File: src/core/pcls_pkg.sv
// Package for the panel command and serial link setup unit.
// Assumes a single 125 MHz clock and synchronous active-high reset.
package pcls_pkg;
    localparam int CLK_HZ         = 125_000_000;
    localparam int MS_TICK_CYC    = CLK_HZ / 1000;          // Cycles per millisecond
    localparam int HOLD_LONG_MS   = 3000;                   // Long hold, ms
    localparam int HOLD_SHORT_MS  = 1000;                   // Short hold, ms
    localparam int WAIT_MAX_MS    = 99;
    localparam logic [6:0] WAIT_DEF_MS = 7'h14;             // 20 ms
    localparam logic [6:0] STN_MIN     = 7'h01;
    localparam logic [6:0] STN_MAX     = 7'h63;             // 99
    localparam int DATA_BITS      = 8;
    // Bit rate codes, lowest first
    typedef enum logic [2:0] {
        PCLS_BR_9K6   = 3'h0,
        PCLS_BR_19K2  = 3'h1,
        PCLS_BR_38K4  = 3'h2,
        PCLS_BR_57K6  = 3'h3,
        PCLS_BR_115K2 = 3'h4,
        PCLS_BR_230K4 = 3'h5
    } pcls_baud_e;
    localparam pcls_baud_e BAUD_DEF   = PCLS_BR_115K2;
    localparam logic       PARITY_DEF = 1'b1;                // Even
    // Menu tiers, one-hot
    typedef enum logic [4:0] {
        PCLS_T_OPER  = 5'h01,
        PCLS_T_ADJ   = 5'h02,
        PCLS_T_INIT  = 5'h04,
        PCLS_T_PORT1 = 5'h08,
        PCLS_T_PORT2 = 5'h10
    } pcls_tier_e;
    // Stop bits per character
    function automatic logic [1:0] pcls_stop_bits(input logic parity_en);
        pcls_stop_bits = parity_en ? 2'h1 : 2'h2;
    endfunction : pcls_stop_bits
endpackage : pcls_pkg
File: src/core/pcls_if.sv
// Link between the panel unit and its serial host.
// Assumes both ends share mclk.
`timescale 1ns/1ps
interface pcls_if;
    import pcls_pkg::*;
    logic        cmd_valid;   // Host frame arrives
    logic [6:0]  cmd_station;
    logic        cmd_sw_reset;
    logic        rsp_valid;   // Device reply starts
    logic [6:0]  rsp_station;
    modport dev  (input cmd_valid, cmd_station, cmd_sw_reset, output rsp_valid, rsp_station);
    modport host (output cmd_valid, cmd_station, cmd_sw_reset, input rsp_valid, rsp_station);
endinterface : pcls_if

File: src/core/pcls_dev.sv
// Device end: key-driven menu tiers, key commands, port settings, reply gating.
// Assumes keys are debounced and synchronous to mclk.
//
// Summary of operation
// - Six bit rates per port, default 115.2k
// - Parity none or even, even by default
// - Reply waits programmable 0-99 ms, default 20
// - Station from switches 01-99, latched at power-up
// - One station number shared by both ports
// - Characters always eight data bits; data_bits reads 0 until the first clock after reset
// - One stop bit with parity, else two
// - Tier key 3 s enters initial tier
// - Short tier press steps initial, port1, port2
// - Tier key 1 s in port tier returns
// - Tier display shows port number 1 or 2
// - Reference key 3 s starts baseline registration
// - Registration only without converter error, allowed tiers
// - Reference hold 3 s cancels registration, lamp off
// - Aux key 3 s releases all alarm latches
// - Mode plus aux 3 s initializes, resets
// - Initialization spares port settings and logs
// - Internal reset: power, software command, stopped hold
// - Initialized values apply after the reset
// - Host clears errors before registration commands
// - Only matching station frames get replies
//
// Implementation choices: the address-and-strobe port and the address map.
`timescale 1ns/1ps
module pcls_dev
    import pcls_pkg::*;
#(
    parameter int HOLD_LONG_CYC  = HOLD_LONG_MS * MS_TICK_CYC,
    parameter int HOLD_SHORT_CYC = HOLD_SHORT_MS * MS_TICK_CYC,
    parameter int MS_CYC         = MS_TICK_CYC
)
(
    input  wire logic        mclk,
    input  wire logic        sys_rst,
    pcls_if.dev              lnk,
    input  wire logic        tier_key,
    input  wire logic        ref_key,
    input  wire logic        aux_command_key,
    input  wire logic        mode_key,
    input  wire logic        up_key,
    input  wire logic [6:0]  station_sw,
    input  wire logic        port_sel,
    input  wire logic        adc_err,
    input  wire logic        auto_scroll,
    input  wire logic        op_stopped,
    input  wire logic        reg_done,
    input  wire logic        reg_ok,
    input  wire logic        reg_active,
    output logic      [3:0]  menu_tier_display,
    output logic             fast_blink,
    output logic             reg_start,
    output logic             reg_cancel,
    output logic             alarm_release,
    output logic             alarm_lamp_off,
    output logic             param_init,
    output logic             por_pulse,
    output logic      [1:0]  reg_lamp,
    output logic      [2:0]  baud1,
    output logic      [2:0]  baud2,
    output logic             parity1,
    output logic             parity2,
    output logic      [1:0]  stop_bits1,
    output logic      [1:0]  stop_bits2,
    output logic      [3:0]  data_bits,
    output logic      [6:0]  station,
    output logic             pending_defaults
);
    pcls_tier_e tier;
    logic [31:0] tier_cnt, cmd_cnt;
    logic        tier_q;
    logic        cmd_fired;
    logic [6:0]  wait1, wait2;
    logic        stn_taken;
    logic [16:0] ms_cnt;
    logic [6:0]  rsp_wait;
    logic        rsp_busy;
    logic        rsp_port;

    wire tier_rel   = tier_q && !tier_key;
    wire long_hold  = tier_cnt >= 32'(HOLD_LONG_CYC);
    wire short_hold = tier_cnt >= 32'(HOLD_SHORT_CYC);
    wire in_port    = tier == PCLS_T_PORT1 || tier == PCLS_T_PORT2;
    wire in_setup   = tier == PCLS_T_INIT || in_port;
    wire in_run     = tier == PCLS_T_OPER || tier == PCLS_T_ADJ;
    wire init_combo = mode_key && aux_command_key && in_setup;
    wire any_cmd    = ref_key || aux_command_key || init_combo;
    wire cmd_due    = cmd_cnt == 32'(HOLD_LONG_CYC) && !cmd_fired;
    wire reg_ok_ctx = !adc_err && ((tier == PCLS_T_OPER && !auto_scroll)
                                   || tier == PCLS_T_ADJ);
    wire sw_rst_hit = lnk.cmd_valid && lnk.cmd_station == station && lnk.cmd_sw_reset;

    // Tier key hold timer
    always_ff @(posedge mclk) begin
        if (sys_rst) begin
            tier_cnt <= 32'h0000_0000;
            tier_q   <= 1'b0;
        end else begin
            tier_q   <= tier_key;
            tier_cnt <= tier_key ? (long_hold ? tier_cnt : tier_cnt + 32'h0000_0001)
                                 : 32'h0000_0000;
        end
    end

    // Menu tier machine
    always_ff @(posedge mclk) begin
        if (sys_rst || por_pulse) tier <= PCLS_T_OPER;
        else begin
            case (tier)
                PCLS_T_OPER, PCLS_T_ADJ: begin
                    if (tier_key && long_hold) tier <= PCLS_T_INIT;
                    else if (mode_key && !tier_key) tier <= PCLS_T_ADJ;
                end
                PCLS_T_INIT:  if (tier_rel && !short_hold) tier <= PCLS_T_PORT1;
                PCLS_T_PORT1: begin
                    if (tier_key && short_hold) tier <= PCLS_T_OPER;
                    else if (tier_rel) tier <= PCLS_T_PORT2;
                end
                PCLS_T_PORT2: if (tier_key && short_hold) tier <= PCLS_T_OPER;
                default: tier <= PCLS_T_OPER;
            endcase
        end
    end

    // Tier digit: port tiers show 1 or 2
    always_ff @(posedge mclk) begin
        if (sys_rst) menu_tier_display <= 4'h0;
        else begin
            case (tier)
                PCLS_T_PORT1: menu_tier_display <= 4'h1;
                PCLS_T_PORT2: menu_tier_display <= 4'h2;
                PCLS_T_INIT:  menu_tier_display <= 4'h0;
                default:      menu_tier_display <= 4'hF;  // Blank
            endcase
        end
    end

    // Command key hold timer; a command fires once per hold
    always_ff @(posedge mclk) begin
        if (sys_rst || !any_cmd) begin
            cmd_cnt   <= 32'h0000_0000;
            cmd_fired <= 1'b0;
        end else begin
            if (!cmd_fired && cmd_cnt < 32'(HOLD_LONG_CYC)) cmd_cnt <= cmd_cnt + 32'h0000_0001;
            if (cmd_due) cmd_fired <= 1'b1;
        end
    end

    // Fast blink while an accepted hold runs
    always_ff @(posedge mclk) begin
        if (sys_rst) fast_blink <= 1'b0;
        else fast_blink <= !cmd_fired && ((ref_key && reg_ok_ctx)
                           || (aux_command_key && !mode_key && in_run) || init_combo);
    end

    // Key command pulses
    always_ff @(posedge mclk) begin
        if (sys_rst) begin
            reg_start     <= 1'b0;
            reg_cancel    <= 1'b0;
            alarm_release <= 1'b0;
            param_init    <= 1'b0;
        end else begin
            reg_start     <= cmd_due && ref_key && reg_ok_ctx && !reg_active;
            reg_cancel    <= cmd_due && ref_key && reg_ok_ctx && reg_active;
            alarm_release <= cmd_due && aux_command_key && !mode_key && in_run;
            param_init    <= cmd_due && init_combo;
        end
    end

    // Lamps
    always_ff @(posedge mclk) begin
        if (sys_rst) begin
            alarm_lamp_off <= 1'b0;
            reg_lamp       <= 2'h0;
        end else begin
            alarm_lamp_off <= alarm_release;
            if (reg_start) reg_lamp <= 2'h2;                     // Blink
            else if (reg_cancel) reg_lamp <= 2'h0;
            else if (reg_done) reg_lamp <= reg_ok ? 2'h1 : 2'h0;
        end
    end

    // Internal power-on reset sources
    always_ff @(posedge mclk) begin
        if (sys_rst) por_pulse <= 1'b0;
        else por_pulse <= param_init || sw_rst_hit
                       || (op_stopped && tier_key && tier_cnt == 32'(HOLD_SHORT_CYC));
    end

    // Defaults wait for the following reset
    always_ff @(posedge mclk) begin
        // A new initialization beats a reset landing in the same cycle
        if (sys_rst) pending_defaults <= 1'b0;
        else if (param_init) pending_defaults <= 1'b1;
        else if (por_pulse) pending_defaults <= 1'b0;
    end

    // Port settings; initialization leaves them alone
    always_ff @(posedge mclk) begin
        if (sys_rst) begin
            baud1   <= BAUD_DEF;
            baud2   <= BAUD_DEF;
            parity1 <= PARITY_DEF;
            parity2 <= PARITY_DEF;
            wait1   <= WAIT_DEF_MS;
            wait2   <= WAIT_DEF_MS;
        end else if (up_key && in_port) begin
            // Edit the visible port: rate, parity or wait by port_sel/mode
            if (tier == PCLS_T_PORT1) begin
                if (mode_key) parity1 <= !parity1;
                else if (port_sel) wait1 <= (wait1 == 7'(WAIT_MAX_MS)) ? 7'h00 : wait1 + 7'h01;
                else baud1 <= (baud1 == PCLS_BR_230K4) ? PCLS_BR_9K6 : baud1 + 3'h1;
            end else begin
                if (mode_key) parity2 <= !parity2;
                else if (port_sel) wait2 <= (wait2 == 7'(WAIT_MAX_MS)) ? 7'h00 : wait2 + 7'h01;
                else baud2 <= (baud2 == PCLS_BR_230K4) ? PCLS_BR_9K6 : baud2 + 3'h1;
            end
        end
    end

    // Framing: data bits 0 in reset, then fixed at 8; stop bits follow parity
    always_ff @(posedge mclk) begin
        if (sys_rst) begin
            stop_bits1 <= 2'h1;
            stop_bits2 <= 2'h1;
            data_bits  <= 4'h0;
        end else begin
            stop_bits1 <= pcls_stop_bits(parity1);
            stop_bits2 <= pcls_stop_bits(parity2);
            data_bits  <= 4'(DATA_BITS);
        end
    end

    // Station caught once after each power-on; later switch moves ignored
    always_ff @(posedge mclk) begin
        if (sys_rst) begin
            station   <= STN_MIN;
            stn_taken <= 1'b0;
        end else if (!stn_taken) begin
            stn_taken <= 1'b1;
            if (station_sw >= STN_MIN && station_sw <= STN_MAX) station <= station_sw;
        end
    end

    // Reply timer: matching frames only, one station for both ports
    always_ff @(posedge mclk) begin
        if (sys_rst) begin
            rsp_busy        <= 1'b0;
            rsp_wait        <= 7'h00;
            ms_cnt          <= 17'h0_0000;
            rsp_port        <= 1'b0;
            lnk.rsp_valid   <= 1'b0;
            lnk.rsp_station <= 7'h00;
        end else begin
            lnk.rsp_valid <= 1'b0;
            if (!rsp_busy && lnk.cmd_valid && lnk.cmd_station == station) begin
                rsp_busy <= 1'b1;
                rsp_wait <= port_sel ? wait2 : wait1;
                rsp_port <= port_sel;
                ms_cnt   <= 17'h0_0000;
            end else if (rsp_busy) begin
                if (rsp_wait == 7'h00) begin
                    rsp_busy        <= 1'b0;
                    lnk.rsp_valid   <= 1'b1;
                    lnk.rsp_station <= station;
                end else if (ms_cnt == 17'(MS_CYC - 1)) begin
                    ms_cnt   <= 17'h0_0000;
                    rsp_wait <= rsp_wait - 7'h01;
                end else ms_cnt <= ms_cnt + 17'h0_0001;
            end
        end
    end
endmodule : pcls_dev

File: src/flat_wrapper.sv
// flat-port wrapper written by rule: the top's interface ports become plain ports
module pcls_dev_flat import pcls_pkg::*;
#(
    parameter int HOLD_LONG_CYC  = HOLD_LONG_MS * MS_TICK_CYC,
    parameter int HOLD_SHORT_CYC = HOLD_SHORT_MS * MS_TICK_CYC,
    parameter int MS_CYC         = MS_TICK_CYC
)
  (mclk, sys_rst, tier_key, ref_key, aux_command_key, mode_key, up_key, station_sw, port_sel, adc_err, auto_scroll, op_stopped, reg_done, reg_ok, reg_active, menu_tier_display, fast_blink, reg_start, reg_cancel, alarm_release, alarm_lamp_off, param_init, por_pulse, reg_lamp, baud1, baud2, parity1, parity2, stop_bits1, stop_bits2, data_bits, station, pending_defaults, lnk_cmd_valid, lnk_cmd_station, lnk_cmd_sw_reset, lnk_rsp_valid, lnk_rsp_station);
  pcls_if lnk_i ();
  input  wire logic mclk;
  input  wire logic sys_rst;
  input  wire logic tier_key;
  input  wire logic ref_key;
  input  wire logic aux_command_key;
  input  wire logic mode_key;
  input  wire logic up_key;
  input  wire logic [6:0] station_sw;
  input  wire logic port_sel;
  input  wire logic adc_err;
  input  wire logic auto_scroll;
  input  wire logic op_stopped;
  input  wire logic reg_done;
  input  wire logic reg_ok;
  input  wire logic reg_active;
  output logic      [3:0] menu_tier_display;
  output logic fast_blink;
  output logic reg_start;
  output logic reg_cancel;
  output logic alarm_release;
  output logic alarm_lamp_off;
  output logic param_init;
  output logic por_pulse;
  output logic      [1:0] reg_lamp;
  output logic      [2:0] baud1;
  output logic      [2:0] baud2;
  output logic parity1;
  output logic parity2;
  output logic      [1:0] stop_bits1;
  output logic      [1:0] stop_bits2;
  output logic      [3:0] data_bits;
  output logic      [6:0] station;
  output logic pending_defaults;
  input wire logic [$bits(lnk_i.cmd_valid)-1:0] lnk_cmd_valid;
  input wire logic [$bits(lnk_i.cmd_station)-1:0] lnk_cmd_station;
  input wire logic [$bits(lnk_i.cmd_sw_reset)-1:0] lnk_cmd_sw_reset;
  output wire logic [$bits(lnk_i.rsp_valid)-1:0] lnk_rsp_valid;
  output wire logic [$bits(lnk_i.rsp_station)-1:0] lnk_rsp_station;
  assign lnk_i.cmd_valid = lnk_cmd_valid;
  assign lnk_i.cmd_station = lnk_cmd_station;
  assign lnk_i.cmd_sw_reset = lnk_cmd_sw_reset;
  assign lnk_rsp_valid = lnk_i.rsp_valid;
  assign lnk_rsp_station = lnk_i.rsp_station;
  pcls_dev #(.HOLD_LONG_CYC(HOLD_LONG_CYC), .HOLD_SHORT_CYC(HOLD_SHORT_CYC), .MS_CYC(MS_CYC)) u_core (.mclk(mclk), .sys_rst(sys_rst), .lnk(lnk_i), .tier_key(tier_key), .ref_key(ref_key), .aux_command_key(aux_command_key), .mode_key(mode_key), .up_key(up_key), .station_sw(station_sw), .port_sel(port_sel), .adc_err(adc_err), .auto_scroll(auto_scroll), .op_stopped(op_stopped), .reg_done(reg_done), .reg_ok(reg_ok), .reg_active(reg_active), .menu_tier_display(menu_tier_display), .fast_blink(fast_blink), .reg_start(reg_start), .reg_cancel(reg_cancel), .alarm_release(alarm_release), .alarm_lamp_off(alarm_lamp_off), .param_init(param_init), .por_pulse(por_pulse), .reg_lamp(reg_lamp), .baud1(baud1), .baud2(baud2), .parity1(parity1), .parity2(parity2), .stop_bits1(stop_bits1), .stop_bits2(stop_bits2), .data_bits(data_bits), .station(station), .pending_defaults(pending_defaults));
endmodule
File: config.mk
export PLATFORM = sky130hd
export DESIGN_NAME = pcls_dev_flat
export DESIGN_NICKNAME = d
export VERILOG_FILES = /design/src/core/pcls_pkg.sv /design/src/core/pcls_if.sv /design/src/core/pcls_dev.sv /design/src/flat_wrapper.sv
export SDC_FILE = /design/constraint.sdc
export NUM_CORES = 1
export LEC_CHECK = 0
export BUFFER_PORTS_ARGS = -buffer_cell sky130_fd_sc_hd__buf_4
export CORE_MARGIN = 2
export CORE_UTILIZATION = 38
export CTS_CLUSTER_SIZE = 40
export DETAILED_ROUTE_END_ITERATION = 10
export PLACE_DENSITY = 0.67
export SYNTH_ARGS = -nofsm -noshare
export SYNTH_HDL_FRONTEND = slang
export SYNTH_SLANG_ARGS = --single-unit
export TNS_END_PERCENT = 50
File: constraint.sdc
create_clock -name mclk -period 2.6 [get_ports mclk]
set_input_delay 0.52 -clock mclk [delete_from_list [all_inputs] [get_ports mclk]]
set_output_delay 0.52 -clock mclk [all_outputs]
set_load 0.005 [all_outputs]
== Yosys cells after proc, flatten, opt, wreduce, memory -nomap -nowiden ==
Index checks and enable logic that the tools add are counted.

* Add/sub/neg operators: 8
* $mul: 0
* Div/mod/pow operators: 0
* Magnitude comparators: 5
* Equality and inequality tests: 18
* Shift operators: 0
* Mux-type cells: 32
* Bitwise gates (word level): 8
* Reduce and logical (&&, ||, !) cells: 75

{| class="wikitable"
|+ Operators with widths
! operator !! number
|-
| 32-bit by 1-bit adder with 32-bit output (second input constant) || 2
|-
| 7-bit two-way mux || 7
|-
| 32-bit by 27-bit == test with 1-bit output (second input constant) || 1
|-
| 32-bit by 29-bit == test with 1-bit output (second input constant) || 1
|-
| 32-bit by 27-bit >= comparator with 1-bit output (second input constant) || 1
|-
| 32-bit by 29-bit >= comparator with 1-bit output (second input constant) || 1
|-
| 32-bit by 29-bit < comparator with 1-bit output (second input constant) || 1
|-
| 1-bit logical AND || 31
|-
| 5-bit two-way mux || 6
|-
| 5-bit case mux with 4 select lines || 1
|-
| 4-bit AND reduction || 5
|-
| 17-bit by 1-bit adder with 17-bit output (second input constant) || 1
|-
| 17-bit == test (second input constant) || 1
|-
| 17-bit two-way mux || 1
|-
| 7-bit by 1-bit adder with 7-bit output (second input constant) || 2
|-
| 7-bit == test (second input constant) || 2
|-
| 1-bit logical OR || 12
|-
| 4-bit case mux with 3 select lines || 1
|-
| 3-bit AND reduction || 4
|-
| 1-bit zero test || 11
|-
| 2-bit two-way mux || 5
|-
| 1-bit two-way mux || 8
|-
| 1-bit NOT || 8
|-
| 7-bit == test || 1
|-
| other kinds (21) || 32
|}

* Flip-flop bits (word level): 156
* Latch bits: 0
* RAM bits: 0
* ROM bits: 0
* Bits of input ports: 30
* Output and inout port bits: 45
* Logic and storage cells: 178
* Memories: 0

== Depth between registers and ports, before layout ==
* Depth in word-level cells: 8
* Gate-level depth with buffers: 10
* Depth with buffers taken out: 9

== Worst setup path after synthesis ==
Ideal clock, no wire load.

* Path type: input -> register
* From: input port_sel
* To: register u_core.wait1[2]
* Library setup time: 0.120 ns
* Arrival time: 1.940 ns
* Path slack: 0.540 ns
* Stages on the path: 7
* Cells stage by stage: clkbuf_1 > nand3b_1 > nor2_1 > and3_1 > nand3_1 > nor3b_1 > a211o_1

* Longest elaborated chain between the ends: 1

{| class="wikitable"
|+ RTL lines
! item !! RTL line !! RTL
|-
| start, declared || flat_wrapper.sv:18 || <nowiki>input wire logic port_sel;</nowiki>
|-
| 4-bit AND reduction (no source line) || - ||
|-
| end signal, assigned || pcls_dev.sv:215 || <nowiki>else if (port_sel) wait1 <= (wait1 == 7'(WAIT_MAX_MS)) ? 7'h00 : wait1 + 7'h01;</nowiki>
|-
| end, declared || pcls_dev.sv:76 || <nowiki>logic [6:0] wait1, wait2;</nowiki>
|}

Every way passes these cells.
A chain may end at the register's enable or synchronous reset.

== Worst setup path in the final report ==
* From: register u_core.cmd_cnt[12]
* To: register u_core.cmd_cnt[26]

* Longest elaborated chain between the ends: 2
* Elaborated cells between the ends (all ways): 3
* Those cells by class: 1 x add/sub; 1 x order compare; 1 x reduce/logical

{| class="wikitable"
|+ RTL lines
! item !! RTL line !! RTL
|-
| start, declared || pcls_dev.sv:73 || <nowiki>logic [31:0] tier_cnt, cmd_cnt;</nowiki>
|-
| start signal, assigned || pcls_dev.sv:147 || <nowiki>if (!cmd_fired && cmd_cnt < 32'(HOLD_LONG_CYC)) cmd_cnt <= cmd_cnt + 32'h0000_0001;</nowiki>
|-
| 32-bit by 29-bit < comparator with 1-bit output || pcls_dev.sv:147 ||
|-
| 1-bit logical AND || pcls_dev.sv:147 ||
|}

Parallel ways exist; a longest one is shown, timed or not.

==> metrics.cfg <==
[status]
outcome = finished clean

[detailed_routing]
via_per_inst = 5.08
ant_nets = 0
wire_per_inst_um = 13.6
num_vias = 5839
drt-total-wl_um = 15600
dr.pass1.iters = 5
drt_iter0_drc = 333
drc = 0

[sta]
hold_viol = 0
skew_ps = 13.2
tns_ps = 0
fin_crit_sh_pct = 85.2
finalWorstSetupSlack_ps = 384
rsz0062_at_grt = no
setup_viol_count_final = 0
max_freq_mhz = 451
drv_slew = 0
relSlewSlack_pct = 63.2
min_period_ps = 2220
worst_pin_slew_ps = 547

[synth]
yosys_most_used_dff = dfxtp_1
ys_top_cells_by_area = dfxtp_1 (42%), nor2_1 (7.2%), xor2_1 (5.6%), xnor2_1 (5.2%), nand2_1 (3.1%)
syn_area_sq_um = 7180
netlist_instances = 832
synth.distinct_cells = 67
synth_most_common_cell = dfxtp_1
synth_commonest_cells = dfxtp_1 (151), nor2_1 (138), nand2_1 (59)
synth_seq_cells = 151
syn_avg_cell_area_sq_um = 8.63
async_flop_share_pct = 0
yosysWarnings = 0
synth_edf_count = 0
synth_top_area_share_pct = 42.1
synth-seq-area-share_pct = 42.1
synth_area_leader_cell = dfxtp_1

[setup_path]
slowest_stage = or4_1
max_stage_delay_ps = 550
cp.arrival_ps = 2510
worst_ep_required_time_ps = 2900
reg2reg_from = u_core.cmd_cnt[12]$_SDFFE_PP0P_
crit_path_cell_trace = or4_1 > o21bai_1 > a31o_4 > a211oi_4 > buf_4 > nand4_1 > xor2_1 > nor2_1
r2r_cells = 8
endpoint_kind = flip-flop
ff2ff_setup_slack_ps = 380
crit_path_start_kind = flip-flop
crit_type = flip-flop to flip-flop
rr_endpoint = u_core.cmd_cnt[26]$_SDFFE_PP0P_
worstPathMaxFanout = 13

[placement]
dpl_worst_slack_ps = 409
hpwl_um = 11300
place_inst = 1118
portBuffers = 71
gp_congestion = 0.799

[global_routing]
grt_pass1_vias = 5455
grt_max_degree = 39
antenna_found_initial = 0
overflow = 0
grt.total_usage_pct = 16.3
grt_first_pass_wirelength_um = 26400

[clocking]
cts_hold_buf = 0
root_buffer = clkbuf_16
tritoncts = built
clockBufferDepth = 2
h-tree-depth = 4
worst_skew_pair.late_latency_ps = 430
cts.sinks = 151
clkTransAtPathRegs_ps = 70
cts_buffers = 17
cts_resized = 0
post_cts_buffers = 0

[pwr]
p_per_area_nw_per_um2 = 600
finalPower_uw = 5140
ir_drop_mv = 0.471
p_leak_uw = 0.00321

[cells_and_area]
stdcell_count = 1150
nets = 942
antennaDiodeCount = 0
post-route-util_pct = 45.9
final_layout_size_suffix_gt1_share_pct = 15.6
synthToLayoutAreaGrowth_pct = 19.2

[floorplanning]
dieArea_sq_um = 20000
dieWidth_um = 141
start_util_pct = 38.5
coreArea_sq_um = 18600
io_pins = 75
num_rows = 50
fp.dieH_um = 141

[worst_hold_path]
min_path_cells = 2
min_path_type = input port to flip-flop
worstHoldStart = reg_active
holdPathEnd = u_core.reg_start$_SDFF_PP0_

[job]
drv_cap = 0

[metrics by stage]
| step | hold WS, ps | area (sq um) |
|---|---|---|
| floorplan | 416 | 7190 |
| global placement | 425 | 7960 |
| detailed placement | 431 | 7960 |
| CTS | 239 | 8560 |
| global route | 233 | 8560 |
| finish | 257 | 8560 |
[cell families (layout without fill, tap and decap cells)]
logic type | count (synthesis) | in the layout | share of synthesized area, %
simple gates | 394 | 394 | 28.6
other cells | 1 | 3 | 0.0522
buf+inv | 64 | 146 | 3.92
compound gates | 97 | 97 | 9.11
mux | 27 | 27 | 3.85
fa+ha+maj | 9 | 9 | 1.57
xor+xnor | 89 | 89 | 10.9
flops | 151 | 151 | 42.1
[placed cells by master, fill, tap and decap left out, types with 5 or more instances in the layout]
cell type	instances
a21o_1	5
a21oi_1	33
a31oi_1	6
and2_1	10
and3_1	19
buf_4	87
clkbuf_16	17
dfxtp_1	151
ha_1	9
inv_1	27
inv_6	7
mux2_2	5
mux2i_1	22
nand2_1	59
nand3_1	37
nand3b_1	8
nand4_1	27
nand4b_1	5
nor2_1	138
nor3_1	28
nor3b_1	5
nor4_1	10
nor4b_1	7
o21ai_0	18
or3_1	9
xnor2_1	43
xor2_1	46
[worst max-delay path by stage]
stage | from | endpoint
2_1_floorplan | port_sel | u_core.wait1[2]$_SDFFE_PP1P_
3_3_place_gp | u_core.cmd_cnt[12]$_SDFFE_PP0P_ | u_core.cmd_cnt[26]$_SDFFE_PP0P_
3_5_place_dp | u_core.cmd_cnt[12]$_SDFFE_PP0P_ | u_core.cmd_cnt[26]$_SDFFE_PP0P_
4_1_cts | u_core.cmd_cnt[12]$_SDFFE_PP0P_ | u_core.cmd_cnt[17]$_SDFFE_PP0P_
5_1_grt | u_core.tier_cnt[21]$_SDFFE_PP0P_ | u_core.tier[0]$_SDFFE_PP1P_
6_report | u_core.cmd_cnt[12]$_SDFFE_PP0P_ | u_core.cmd_cnt[26]$_SDFFE_PP0P_
[state kept, by name, indices dropped and copies added, names as in the netlist, 3 cells and up]
register	flops
u_core.baud1	3
u_core.baud2	3
u_core.cmd_cnt	32
u_core.lnk.rsp_station	7
u_core.menu_tier_display	3
u_core.ms_cnt	17
u_core.rsp_wait	7
u_core.station	7
u_core.tier	5
u_core.tier_cnt	32
u_core.wait1	7
u_core.wait2	7
[power breakdown]
part	internal, uW	switching, uW
Combinational	118	137
Sequential	2340	29.4
Clock	1450	1060
[worst max-delay path, delay by kind of cell, from the launching register on]
kind                   cells  cell delay (ps)
XOR/XNOR                   1              150
buffers and inverters      1              230
flip-flops                 1              340
AO/OA/AOI/OAI              3              620
AND/OR/NAND/NOR            3              720
[layout make-up]
cell class / count / area, sq um
clock buffers: 17 / 425
well taps: 234 / 293
clock inverters: 15 / 179
repair buffers: 87 / 653
fillers: 1831 / 10100
multi-input cells: 619 / 3890
inverters: 27 / 101
flip-flops and latches: 151 / 3020
[metal layers]
layer / global-route usage [%] / up-vias / share of wire, %
li1: - / 3025 / -
met2: 26.7 / 66 / 48
met5: 0 / - / 0
met4: 5.37 / 0 / 1.3
met3: 4.18 / 13 / 3.1
met1: 21.0 / 2735 / 47
Power figures use the tool's default switching activity.
